--- config.mk ---
export PLATFORM = sky130hd
export DESIGN_NAME = nvh_host
export DESIGN_NICKNAME = d
export VERILOG_FILES = /design/src/nvh_pkg.sv /design/src/nvh_wait.sv /design/src/nvh_host.sv
export SDC_FILE = /design/constraint.sdc
export NUM_CORES = 1
export LEC_CHECK = 0
export CAP_MARGIN = 0
export CORE_ASPECT_RATIO = 1.1
export CORE_MARGIN = 2
export CORE_UTILIZATION = 57
export DETAILED_ROUTE_END_ITERATION = 8
export DONT_BUFFER_PORTS = 1
export GPL_TIMING_DRIVEN = 0
export PLACE_DENSITY = 0.79
export SLEW_MARGIN = 20
export SYNTH_ARGS = -nofsm -noshare
export SYNTH_HDL_FRONTEND = slang
export SYNTH_SLANG_ARGS = --single-unit
--- constraint.sdc ---
create_clock -name i_clk_sys -period 2.1 [get_ports i_clk_sys]
set_input_delay 0.42 -clock i_clk_sys [delete_from_list [all_inputs] [get_ports i_clk_sys]]
set_output_delay 0.42 -clock i_clk_sys [all_outputs]
set_load 0.02 [all_outputs]
--- src/nvh_pkg.sv ---
// Purpose: Shared constants and carriers for the nonvolatile SRAM host controller
// Assumes: 200 MHz system clock, x16 organisation
// Notes:   Timing figures kept in their printed units, cycle counts derived here
package nvh_pkg;
    // ==========================================================================
    // Clock and timing
    // ==========================================================================
    localparam int NVH_CLK_PS = 5000;
    localparam int NVH_ACCESS_NS = 25;
    localparam int NVH_STORE_REQ_NS = 15;
    localparam int NVH_WRITE_FINISH_NS = 25;
    localparam int NVH_RELEASE_NS = 25;
    localparam int NVH_SEQ_ACTION_US = 100;
    localparam int NVH_STORE_MS = 8;
    localparam int NVH_RECALL_US = 200;
    // Least times round up
    localparam int NVH_ACCESS_CYC = (NVH_ACCESS_NS * 1000 + NVH_CLK_PS - 1) / NVH_CLK_PS;
    localparam int NVH_STORE_REQ_CYC = (NVH_STORE_REQ_NS * 1000 + NVH_CLK_PS - 1) / NVH_CLK_PS;
    localparam int NVH_RELEASE_CYC = (NVH_RELEASE_NS * 1000 + NVH_CLK_PS - 1) / NVH_CLK_PS;
    localparam int NVH_WRITE_FINISH_CYC =
        (NVH_WRITE_FINISH_NS * 1000 + NVH_CLK_PS - 1) / NVH_CLK_PS;
    // Long waits, defaults for the top-level parameters
    localparam int NVH_SEQ_ACTION_CYC = NVH_SEQ_ACTION_US * 1000000 / NVH_CLK_PS;
    localparam int NVH_RECALL_CYC = NVH_RECALL_US * 1000000 / NVH_CLK_PS;
    localparam int NVH_STORE_CYC = NVH_STORE_MS * 200000;
    localparam int NVH_CNT_W = 24;

    // ==========================================================================
    // Widths and sequence
    // ==========================================================================
    localparam int NVH_AW = 19;
    localparam int NVH_DW = 16;
    localparam int NVH_SEQ_LEN = 6;
    localparam int NVH_SEQ_LO = 2;
    localparam int NVH_SEQ_HI = 14;
    localparam logic [2:0] NVH_SEQ_LAST = 3'h5;
    // Software command addresses: fixed package constants, not overridable
    localparam logic [NVH_AW-1:0] NVH_SEQ_COMMON [0:4] = '{
        19'h00E38, 19'h031C7, 19'h003E0, 19'h03C1F, 19'h0303F};
    localparam logic [NVH_AW-1:0] NVH_SEQ_STORE = 19'h00FC0;
    localparam logic [NVH_AW-1:0] NVH_SEQ_RECALL = 19'h00C63;

    // ==========================================================================
    // Types
    // ==========================================================================
    typedef enum logic [1:0] {
        NVH_OP_READ = 2'h0,
        NVH_OP_WRITE = 2'h1,
        NVH_OP_STORE_SW = 2'h2,
        NVH_OP_RECALL_SW = 2'h3
    } nvh_op_e;

    typedef struct packed {
        nvh_op_e op;
        logic [NVH_AW-1:0] addr;
        logic [NVH_DW-1:0] wdata;
        logic [1:0] lanes;
    } nvh_req_s;

    typedef struct packed {
        logic chip_sel_n;
        logic write_en_n;
        logic out_en_n;
        logic upper_lane_en_n;
        logic lower_lane_en_n;
    } nvh_ctl_s;
endpackage : nvh_pkg

--- src/nvh_wait.sv ---
// Purpose: Down-counter that times a fixed wait
// Assumes: Load and count share the system clock
// Notes:   Done is a one-cycle pulse on reaching zero
`timescale 1ns/1ps
`default_nettype none
module nvh_wait
    import nvh_pkg::*;
(
    input wire logic i_clk_sys,
    input wire logic i_rst_n,
    input wire logic i_load,
    input wire logic [NVH_CNT_W-1:0] i_count,
    output logic o_busy,
    output logic o_done
);
    logic [NVH_CNT_W-1:0] cnt_q;
    logic [NVH_CNT_W-1:0] cnt_d;
    wire logic at_one = (cnt_q == NVH_CNT_W'(1));

    assign cnt_d = i_load ? i_count : (cnt_q != '0 ? cnt_q - NVH_CNT_W'(1) : cnt_q);
    assign o_busy = (cnt_q != '0);

    always_ff @(posedge i_clk_sys or negedge i_rst_n) begin
        if (!i_rst_n) begin
            cnt_q <= '0;
            o_done <= 1'b0;
        end else begin
            cnt_q <= cnt_d;
            o_done <= at_one && !i_load;
        end
    end
endmodule : nvh_wait
`default_nettype wire

--- src/nvh_host.sv ---
// Purpose: Host controller driving a nonvolatile SRAM over its parallel pins
// Assumes: Device pins sampled synchronously; x16 organisation with lane enables
// Notes:   One request at a time; ready low while busy or locked out
`timescale 1ns/1ps
`default_nettype none
// Behaviour
// - Write enable held high in reads
// - Store-busy kept high during accesses
// - Calendar writes via select or write enable
// - Lower lane low before select, write
// - Sequence steps are select-controlled reads
// - Six sequence reads consecutive, in order
// - Hardware store pulse at least 15 ns
module nvh_host
    import nvh_pkg::*;
#(
    parameter int P_SEQ_ACTION_CYC = NVH_SEQ_ACTION_CYC,
    parameter int P_RECALL_CYC = NVH_RECALL_CYC,
    parameter int P_STORE_CYC = NVH_STORE_CYC
) (
    input wire logic i_clk_sys,
    input wire logic i_rst_n,
    input wire logic i_req_valid,
    input wire nvh_req_s i_req,
    output logic o_req_ready,
    input wire logic i_hw_store,
    output logic o_rdata_valid,
    output logic [NVH_DW-1:0] o_rdata,
    output logic o_nv_busy,
    output logic [NVH_AW-1:0] o_addr,
    output nvh_ctl_s o_ctl,
    input wire logic [NVH_DW-1:0] i_dq,
    output logic [NVH_DW-1:0] o_dq,
    output logic o_dq_oe,
    input wire logic i_store_busy_n,
    output logic o_store_busy_n,
    output logic o_store_busy_oe
);
    // ==========================================================================
    // State
    // ==========================================================================
    typedef enum logic [6:0] {
        ST_IDLE = 7'h01,
        ST_LANE = 7'h02,
        ST_ACC = 7'h04,
        ST_GAP = 7'h08,
        ST_HWSTR = 7'h10,
        ST_RELEASE = 7'h20,
        ST_LOCK = 7'h40
    } nvh_state_e;

    nvh_state_e st_q;
    nvh_state_e st_d;
    nvh_req_s req_q;
    logic [2:0] step_q;
    logic [NVH_CNT_W-1:0] acc_q;
    logic wt_load;
    logic [NVH_CNT_W-1:0] wt_count;
    logic wt_busy;
    logic wt_done;

    // ==========================================================================
    // Decode
    // ==========================================================================
    wire logic is_seq = (req_q.op == NVH_OP_STORE_SW) || (req_q.op == NVH_OP_RECALL_SW);
    wire logic is_wr = (req_q.op == NVH_OP_WRITE);
    wire logic dev_busy = !i_store_busy_n;
    wire logic acc_end = (acc_q == NVH_CNT_W'(NVH_ACCESS_CYC - 1));
    wire logic hw_end = (acc_q == NVH_CNT_W'(NVH_STORE_REQ_CYC - 1));
    wire logic rel_end = (acc_q == NVH_CNT_W'(NVH_RELEASE_CYC - 1));
    wire logic seq_last = (step_q == NVH_SEQ_LAST);
    wire logic [NVH_AW-1:0] seq_raw =
        seq_last ? (req_q.op == NVH_OP_STORE_SW ? NVH_SEQ_STORE : NVH_SEQ_RECALL)
                 : NVH_SEQ_COMMON[step_q];
    wire logic [NVH_AW-1:0] seq_addr;

    // Only bits 14..2 carry the command; others are driven as zero
    genvar g;
    generate
        for (g = 0; g < NVH_AW; g++) begin : g_seq_bits
            assign seq_addr[g] = (g >= NVH_SEQ_LO && g <= NVH_SEQ_HI) ? seq_raw[g] : 1'b0;
        end
    endgenerate

    // Lock length: action window plus worst store or recall duration
    wire logic [NVH_CNT_W-1:0] lock_cnt = (req_q.op == NVH_OP_STORE_SW)
        ? NVH_CNT_W'(P_SEQ_ACTION_CYC + P_STORE_CYC)
        : NVH_CNT_W'(P_SEQ_ACTION_CYC + P_RECALL_CYC);

    wire logic in_acc = (st_q == ST_ACC);
    wire logic in_lane = (st_q == ST_LANE);
    assign o_req_ready = (st_q == ST_IDLE) && !dev_busy && !i_hw_store;
    assign o_nv_busy = (st_q == ST_LOCK) || (st_q == ST_HWSTR) || (st_q == ST_RELEASE)
        || dev_busy || wt_busy;

    // Select and write enable fall together; write enable is never low before select
    always_comb begin
        o_ctl.chip_sel_n = !in_acc;
        o_ctl.write_en_n = !(in_acc && is_wr && !acc_end);
        o_ctl.out_en_n = !(in_acc && !is_wr);
        // Lanes lead select by one cycle so calendar writes see lower lane first
        o_ctl.lower_lane_en_n = !((in_lane || in_acc) && (is_seq || req_q.lanes[0]));
        o_ctl.upper_lane_en_n = !((in_lane || in_acc) && (is_seq || req_q.lanes[1]));
    end

    assign o_addr = is_seq ? seq_addr : req_q.addr;
    assign o_dq = req_q.wdata;
    assign o_dq_oe = in_acc && is_wr;
    assign o_store_busy_n = 1'b0;
    assign o_store_busy_oe = (st_q == ST_HWSTR);
    assign wt_load = (st_q == ST_GAP) && is_seq && seq_last;
    assign wt_count = lock_cnt;

    // ==========================================================================
    // Sequencer
    // ==========================================================================
    always_comb begin
        st_d = st_q;
        case (st_q)
            ST_IDLE: begin
                if (i_hw_store && !dev_busy) begin
                    st_d = ST_HWSTR;
                end else if (i_req_valid && o_req_ready) begin
                    st_d = ST_LANE;
                end
            end
            ST_LANE: st_d = ST_ACC;
            ST_ACC: if (acc_end) st_d = ST_GAP;
            ST_GAP: st_d = (is_seq && !seq_last) ? ST_LANE : (wt_load ? ST_LOCK : ST_IDLE);
            ST_HWSTR: if (hw_end) st_d = ST_RELEASE;
            // Device may skip the store; wait out the output-active window anyway
            ST_RELEASE: if (rel_end) st_d = ST_IDLE;
            ST_LOCK: if (wt_done) st_d = ST_IDLE;
            default: st_d = ST_IDLE;
        endcase
    end

    always_ff @(posedge i_clk_sys or negedge i_rst_n) begin
        if (!i_rst_n) begin
            st_q <= ST_IDLE;
            req_q <= '0;
            step_q <= 3'h0;
            acc_q <= '0;
            o_rdata <= '0;
            o_rdata_valid <= 1'b0;
        end else begin
            st_q <= st_d;
            if (st_q == ST_IDLE && st_d == ST_LANE) begin
                req_q <= i_req;
                step_q <= 3'h0;
            end else if (st_q == ST_GAP && st_d == ST_LANE) begin
                step_q <= step_q + 3'h1;
            end
            acc_q <= (st_d == st_q && st_q != ST_IDLE) ? acc_q + NVH_CNT_W'(1) : '0;
            // All six sequence reads are discarded; only plain reads return data
            o_rdata_valid <= in_acc && acc_end && (req_q.op == NVH_OP_READ);
            if (in_acc && acc_end && req_q.op == NVH_OP_READ) begin
                o_rdata <= i_dq;
            end
        end
    end

    nvh_wait u_lock (
        .i_clk_sys(i_clk_sys),
        .i_rst_n(i_rst_n),
        .i_load(wt_load),
        .i_count(wt_count),
        .o_busy(wt_busy),
        .o_done(wt_done)
    );

    // ==========================================================================
    // Checks
    // ==========================================================================
    a_read_we_high: assert property (@(posedge i_clk_sys) disable iff (!i_rst_n)
        (!o_ctl.out_en_n) |-> o_ctl.write_en_n)
        else $error("write enable low during read");
    a_hsb_idle_acc: assert property (@(posedge i_clk_sys) disable iff (!i_rst_n)
        (!o_ctl.chip_sel_n) |-> !o_store_busy_oe)
        else $error("store-busy driven during access");
    a_lane_lead: assert property (@(posedge i_clk_sys) disable iff (!i_rst_n)
        ($fell(o_ctl.chip_sel_n) && !o_ctl.lower_lane_en_n) |-> !$past(o_ctl.lower_lane_en_n))
        else $error("lower lane not ahead of select");
    a_hw_pulse: assert property (@(posedge i_clk_sys) disable iff (!i_rst_n)
        $rose(o_store_busy_oe) |-> o_store_busy_oe [*3])
        else $error("store pulse too short");
    a_seq_bits: assert property (@(posedge i_clk_sys) disable iff (!i_rst_n)
        (is_seq && in_acc) |-> (o_addr[1:0] == 2'h0 && o_addr[NVH_AW-1:15] == '0))
        else $error("sequence address outside decoded bits");
    a_seq_order: assert property (@(posedge i_clk_sys) disable iff (!i_rst_n)
        (st_q == ST_GAP && is_seq && !seq_last) |=> in_lane)
        else $error("sequence reads not consecutive");
    a_lock_hold: assert property (@(posedge i_clk_sys) disable iff (!i_rst_n)
        $rose(st_q == ST_LOCK) |-> !o_req_ready [*8])
        else $error("ready during lockout");
    a_we_select: assert property (@(posedge i_clk_sys) disable iff (!i_rst_n)
        $fell(o_ctl.chip_sel_n) |-> !(!$past(o_ctl.write_en_n)))
        else $error("write enable low before select");
endmodule : nvh_host
`default_nettype wire

Word level (Yosys, flattened, before mapping)
Memories as Yosys holds them, arrays and structs flattened.
Index checks and enable logic that the tools add are counted.
{"block": "classes", "magnitude_cmp": 1, "mux": 20, "n_reduce_logical": 41, "n_eq_ne": 17, "bitwise_logic": 1, "addsub": 3}
{"cell": "$mux 24", "n": 3}
{"cell": "$mux 7", "n": 8}
{"cell": "$pmux 7 s7", "n": 1}
{"cell": "$mux 15", "n": 3}
{"cell": "$add 24x1->24 const B", "n": 1}
{"cell": "$eq 24x1->1 const B", "n": 1}
{"cell": "$eq 24x2->1 const B", "n": 1}
{"cell": "$eq 24x3->1 const B", "n": 1}
{"cell": "$reduce_bool 24->1", "n": 1}
{"cell": "$sub 24x1->24 const B", "n": 1}
{"cell": "$mux 21", "n": 1}
{"cell": "$mux 19", "n": 1}
{"cell": "$logic_and 1x1->1", "n": 18}
{"cell": "$eq 7x2->1 const B", "n": 2}
{"cell": "$logic_not 1->1", "n": 11}
{"cell": "$mux 10", "n": 1}
{"cell": "$logic_or 1x1->1", "n": 8}
{"cell": "$eq 7x1->1 const B", "n": 1}
{"cell": "$eq 7x3->1 const B", "n": 1}
{"cell": "$eq 7x4->1 const B", "n": 1}
{"cell": "$eq 7x5->1 const B", "n": 1}
{"cell": "$eq 7x6->1 const B", "n": 1}
{"cell": "$eq 7x7->1", "n": 1}
{"cell": "$eq 7x7->1 const B", "n": 1}
{"cell": "10 further kinds", "n": 13}
{"block": "totals", "romBits": 152, "inputBits": 60, "memories": 1, "word_cells": 95, "register_bits": 115}
{"name": "(no name shown)", "words": 8, "word_bits": 19, "read_ports": 1, "rd_ports_with_merged_regs": 0, "write_ports": 0, "line_no": "nvh_host.sv:74", "rtl": ": NVH_SEQ_COMMON[step_q];"}

Logic depth before layout (Yosys ltp)
{"block": "depth", "ltp_word": 11, "ltp_mapped": 8, "ltp_nobuf": 7}

Hierarchy
From an unflattened synthesis, not the netlist that was laid out.
{"block": "unflattened", "hier_cells": 631, "area_unflattened_um2": 5849.4}
{"mod": "nvh_host", "seq_area_each_um2": 2253.4, "n_inst": 1, "cells_per_inst": 475, "area_each_um2": 4420.5}
{"mod": "nvh_wait", "seq_area_each_um2": 625.6, "n_inst": 1, "cells_per_inst": 156, "area_each_um2": 1428.9}

Worst setup path before layout
Ideal clock, no wire load.
{"block": "synth_path", "kind": "reg2reg", "startpoint": "register st_q[5]", "endpoint": "register o_rdata[11]", "period_less_slack_ns": 2.391, "t_arrival_ns": 2.267, "setup_slack_ns": -0.291, "required_time_ns": 1.975, "path_stages_with_launch": 8, "cell_sequence": "dfrtp_1 -> or3_1 -> buf_6 -> nor4b_4 -> inv_2 -> nor4_4 -> buf_6 -> mux2_2"}
{"block": "synth_between", "elab_chain_len": 3}
{"element": "from (decl)", "line_no": "nvh_host.sv:52", "rtl": "nvh_state_e st_q;"}
{"element": "from (signal assigned)", "line_no": "nvh_host.sv:147", "rtl": "st_q <= st_d;"}
{"element": "$eq 7x3->1", "line_no": "nvh_host.sv:90", "rtl": "wire logic in_acc = (st_q == ST_ACC);"}
{"element": "$logic_and 1x1->1 (2 in a row)", "line_no": "nvh_host.sv:157", "rtl": "if (in_acc && acc_end && req_q.op == NVH_OP_READ) begin"}
{"element": "to (signal assigned)", "line_no": "nvh_host.sv:158", "rtl": "o_rdata <= i_dq;"}
{"element": "to (decl)", "line_no": "nvh_host.sv:28", "rtl": "output logic [NVH_DW-1:0] o_rdata,"}
No other way between the ends.
A chain may end at the register's enable or synchronous reset.

==> impl_metrics.xml <==
<?xml version="1.0" encoding="UTF-8"?>
<metrics>
  <group name="outcome">
    <metric name="outcome" unit="">complete, but fails checks</metric>
    <metric name="failed_checks" unit="">hold timing, setup timing</metric>
  </group>
  <group name="yosys">
    <metric name="synthesis.yosys.warnings" unit="">0</metric>
    <metric name="yosys.area.top_type" unit="">dfrtp_1</metric>
    <metric name="synth_area_per_cell" unit="um^2">10.67</metric>
    <metric name="post-synth-top-area-fraction" unit="%">50.46</metric>
    <metric name="synthArstFlopShare" unit="%">100.0</metric>
    <metric name="post_synth_main_area_contributors" unit="">dfrtp_1, mux2_2, nor2_1, xor2_1, buf_4</metric>
    <metric name="synthDistinctLibCells" unit="">50</metric>
    <metric name="synth_edf_count" unit="">0</metric>
    <metric name="synth_sequential_area_ratio" unit="%">50.93</metric>
    <metric name="ys_dominant_reg_cell" unit="">dfrtp_1</metric>
    <metric name="ys_seq_elements" unit="">115</metric>
    <metric name="syn_inst" unit="">530</metric>
    <metric name="syn_nets" unit="">597</metric>
    <metric name="syn-cell-area" unit="um^2">5653</metric>
  </group>
  <group name="setup_path">
    <metric name="cells_on_worst_reg2reg_path" unit="">7</metric>
    <metric name="worst_r2r_endpoint" unit="">o_rdata[12]$_DFFE_PN0P_</metric>
    <metric name="crit_path_end_kind" unit="">output pin</metric>
    <metric name="timing.rr.start" unit="">st_q[5]$_DFF_PN0_</metric>
    <metric name="timing.critical_path.from_type" unit="">flop</metric>
    <metric name="critical_path_class" unit="">flop to output pin</metric>
    <metric name="largest_fanout_of_any_net_on_the_critical_path" unit="">6</metric>
    <metric name="cp.arrival" unit="ps">2270</metric>
    <metric name="ff2ff_setup_slack" unit="ps">-360</metric>
    <metric name="required" unit="ps">1680</metric>
  </group>
  <group name="floorplanning">
    <metric name="die_x" unit="um">98.95</metric>
    <metric name="floorplan.io_pins" unit="">122</metric>
    <metric name="core_region_area" unit="um^2">9747</metric>
    <metric name="die_footprint" unit="um^2">10730</metric>
    <metric name="rows" unit="">38</metric>
    <metric name="start_util" unit="%">58.00</metric>
    <metric name="die_height" unit="um">108.4</metric>
  </group>
  <group name="pwr">
    <metric name="static-leakage-power" unit="nW">3.418</metric>
    <metric name="swShare" unit="%">35.36</metric>
    <metric name="clockPowerShare" unit="%">34.1</metric>
    <metric name="irDropWorstVdd" unit="uV">977.4</metric>
    <metric name="cellInternalPower" unit="W">0.005858</metric>
    <metric name="power_density_over_cell_area" unit="nW/um^2">1183</metric>
    <metric name="power.net_switching" unit="W">0.003205</metric>
    <metric name="comb_power_share" unit="%">32.7</metric>
    <metric name="power_frac_seq" unit="%">33.3</metric>
  </group>
  <group name="grt">
    <metric name="use_met3" unit="%">9.696</metric>
    <metric name="grt_max_degree" unit="">116</metric>
    <metric name="first_global_vias" unit="">4744</metric>
    <metric name="grt.total_usage" unit="%">29.24</metric>
    <metric name="grt_met2_usage" unit="%">51.30</metric>
    <metric name="grtUsageMet1" unit="%">31.72</metric>
    <metric name="grt_first_pass_wirelength" unit="um">24320</metric>
    <metric name="overflow" unit="">0</metric>
    <metric name="top_usage_layer" unit="">met2</metric>
    <metric name="grt_antenna_before_repair" unit="">1</metric>
  </group>
  <group name="clocking">
    <metric name="cts_max_path_buffers" unit="">2</metric>
    <metric name="cts_num_sinks" unit="">115</metric>
    <metric name="htree_num_levels" unit="">4</metric>
    <metric name="path_clk_slew" unit="ps">60</metric>
    <metric name="clock_latency" unit="ps">540</metric>
    <metric name="cts.root.buffer_cell" unit="">clkbuf_8</metric>
    <metric name="cts-buffers-inserted" unit="">17</metric>
    <metric name="hold_buffers" unit="">1</metric>
    <metric name="tritoncts" unit="">done</metric>
  </group>
  <group name="placed_design">
    <metric name="routabilityCongestion" unit="">0.8457</metric>
    <metric name="detailed_place_hpwl" unit="um">8484</metric>
    <metric name="dp_slack" unit="ps">-655.2</metric>
    <metric name="port_buffers" unit="">0</metric>
    <metric name="placedCellCount" unit="">650</metric>
  </group>
  <group name="drt">
    <metric name="via_per_inst" unit="">6.812</metric>
    <metric name="num_vias" unit="">4973</metric>
    <metric name="drt_first_iter_violations" unit="">597</metric>
    <metric name="antenna_left" unit="">0</metric>
    <metric name="route.detailed.wl_per_inst" unit="um">26.85</metric>
    <metric name="detail_route.first_pass.iterations" unit="">6</metric>
    <metric name="routed_wl" unit="um">19600</metric>
    <metric name="remaining_drc_errors" unit="">0</metric>
  </group>
  <group name="sta">
    <metric name="finalSetupViolations" unit="">112</metric>
    <metric name="hold_slack" unit="ps">-423.5</metric>
    <metric name="report.final.hold_viol_count" unit="">115</metric>
    <metric name="rsz_0062_raised_after_global_routing" unit="">yes</metric>
    <metric name="max_transition_viols_final" unit="">0</metric>
    <metric name="final_min_period_over_clock_period" unit="%">128.1</metric>
    <metric name="maxSlewHeadroom" unit="%">49.67</metric>
    <metric name="clock-skew-final" unit="ps">9.210</metric>
    <metric name="period_needed" unit="ps">2690</metric>
    <metric name="final_critical_path_setup_slack" unit="ps">-590.3</metric>
    <metric name="finalSetupTns" unit="ps">-17340</metric>
    <metric name="worst_pin_slew" unit="ps">751.6</metric>
    <metric name="highest_clock_rate" unit="MHz">371.7</metric>
  </group>
  <group name="job">
    <metric name="maxCapViolCount" unit="">0</metric>
  </group>
  <group name="hold_path">
    <metric name="hold_path.class" unit="">input pin to async pin</metric>
  </group>
  <group name="layout">
    <metric name="final_net_count" unit="">663</metric>
    <metric name="final_cell_count_no_fill" unit="">730</metric>
    <metric name="syn_to_final_growth" unit="%">35.57</metric>
    <metric name="mostFrequentLayoutCells" unit="">dfrtp_1, buf_4, mux2_2</metric>
    <metric name="final_common_cell" unit="">dfrtp_1</metric>
    <metric name="layout-drive-gt1-share" unit="%">44.17</metric>
  </group>
</metrics>
==> per-layer routing <==
layer / up-vias / share of wire [%]
met5: - / 0
met4: 0 / 7.4
met3: 154 / 9.1
met2: 413 / 51
met1: 2424 / 32
li1: 1982 / -
==> worst max-delay path by stage <==
| stage | from | end | slack [ps] |
|---|---|---|---|
| after floorplan | st_q[5]$_DFF_PN0_ | o_rdata[11]$_DFFE_PN0P_ | -220 |
| final | st_q[5]$_DFF_PN0_ | o_ctl[3] | -590 |
| after detailed placement | acc_q[10]$_DFF_PN0_ | o_rdata[14]$_DFFE_PN0P_ | -660 |
| after global placement | acc_q[7]$_DFF_PN0_ | o_rdata[14]$_DFFE_PN0P_ | -620 |
| after CTS | st_q[5]$_DFF_PN0_ | o_ctl[3] | -520 |
| after global routing | st_q[5]$_DFF_PN0_ | o_ctl[3] | -610 |
==> layout make-up <==
cell class,count,area (um^2)
plain buffers,35,344.1
flip-flops and latches,115,2887
multi-input cells,366,3138
fillers,472,2083
repair buffers,50,466.7
clock buffers,18,417.9
clock inverters,14,202.7
inverters,11,55.05
well taps,120,150.1
diodes,1,2.502
==> registers in the layout, indices dropped and copies added (netlist names) <==
register,flops
acc_q,24
u_lock.cnt_q,24
req_q,23
o_dq,16
o_rdata,16
st_q,7
step_q,3
o_rdata_valid,1
u_lock.o_done,1
==> power groups by stage <==
| stage | sequential, W | combinational, W | clock (W) |
|---|---|---|---|
| 2_1_floorplan | 0.00285 | 0.00178 | 0 |
| 3_3_place_gp | 0.00291 | 0.00201 | 0 |
| 3_5_place_dp | 0.00294 | 0.00204 | 0 |
| 4_1_cts | 0.00293 | 0.00252 | 0.00303 |
| 5_1_grt | 0.00304 | 0.00304 | 0.00317 |
| 6_report | 0.00301 | 0.00296 | 0.00309 |
==> repair_timing <==
action / CTS / global route
cloned: 1 / 3
gates resized for setup: 129 / 99
endpoints found under the hold margin: 116 / 115
pin swaps: 21 / 40
setup endpoints to repair: 134 / 122
setup buffers: 29 / 19
==> Yosys cell counts, types with 3 or more instances <==
cell,n
dfrtp_1,114
nor2_1,62
mux2_2,54
nand2_1,27
xor2_1,26
nand3_1,20
clkbuf_1,18
buf_4,17
o21ai_0,17
nor2b_1,14
nor4_1,14
a21oi_1,12
nor3_1,12
inv_1,10
nand4_1,10
xnor2_1,10
and3_1,8
or3_1,8
ha_1,7
o211ai_1,7
o21a_1,7
nand2b_1,6
or4_1,6
o31ai_1,5
nor3b_1,4
and2_1,3
and4_1,3
or2_2,3
==> critical path, stage by stage, from the launching register on <==
cell      delay, ps
dfrtp_2         410
or3_4           410
nor4b_4         310
bufinv_8        270
nor2_4          220
nand2_4         110
==> kinds of logic after synthesis <==
logic type	share of synthesized area (%)
AOI/OAI and AO/OA	6.884
xor gates and xnor gates	5.578
adders and majority gates	1.549
buffers and inverters	4.648
DFF	50.93
muxes	11.13
other	0.06634
and+or+nand+nor	19.21
==> metrics by stage <==
stage	total power [W]	hold slack (ps)	cell area [um^2]	util, %
2_1_floorplan	0.004634	124.4	5675	-
6_report	0.009063	-423.5	7664	78.63
3_3_place_gp	0.004913	130.0	5826	59.77
4_1_cts	0.008485	-414.1	7179	73.66
5_1_grt	0.009250	-427.0	7664	78.63
3_5_place_dp	0.004977	130.2	5826	59.77
Note: power is estimated with default switching activity, not from simulation.
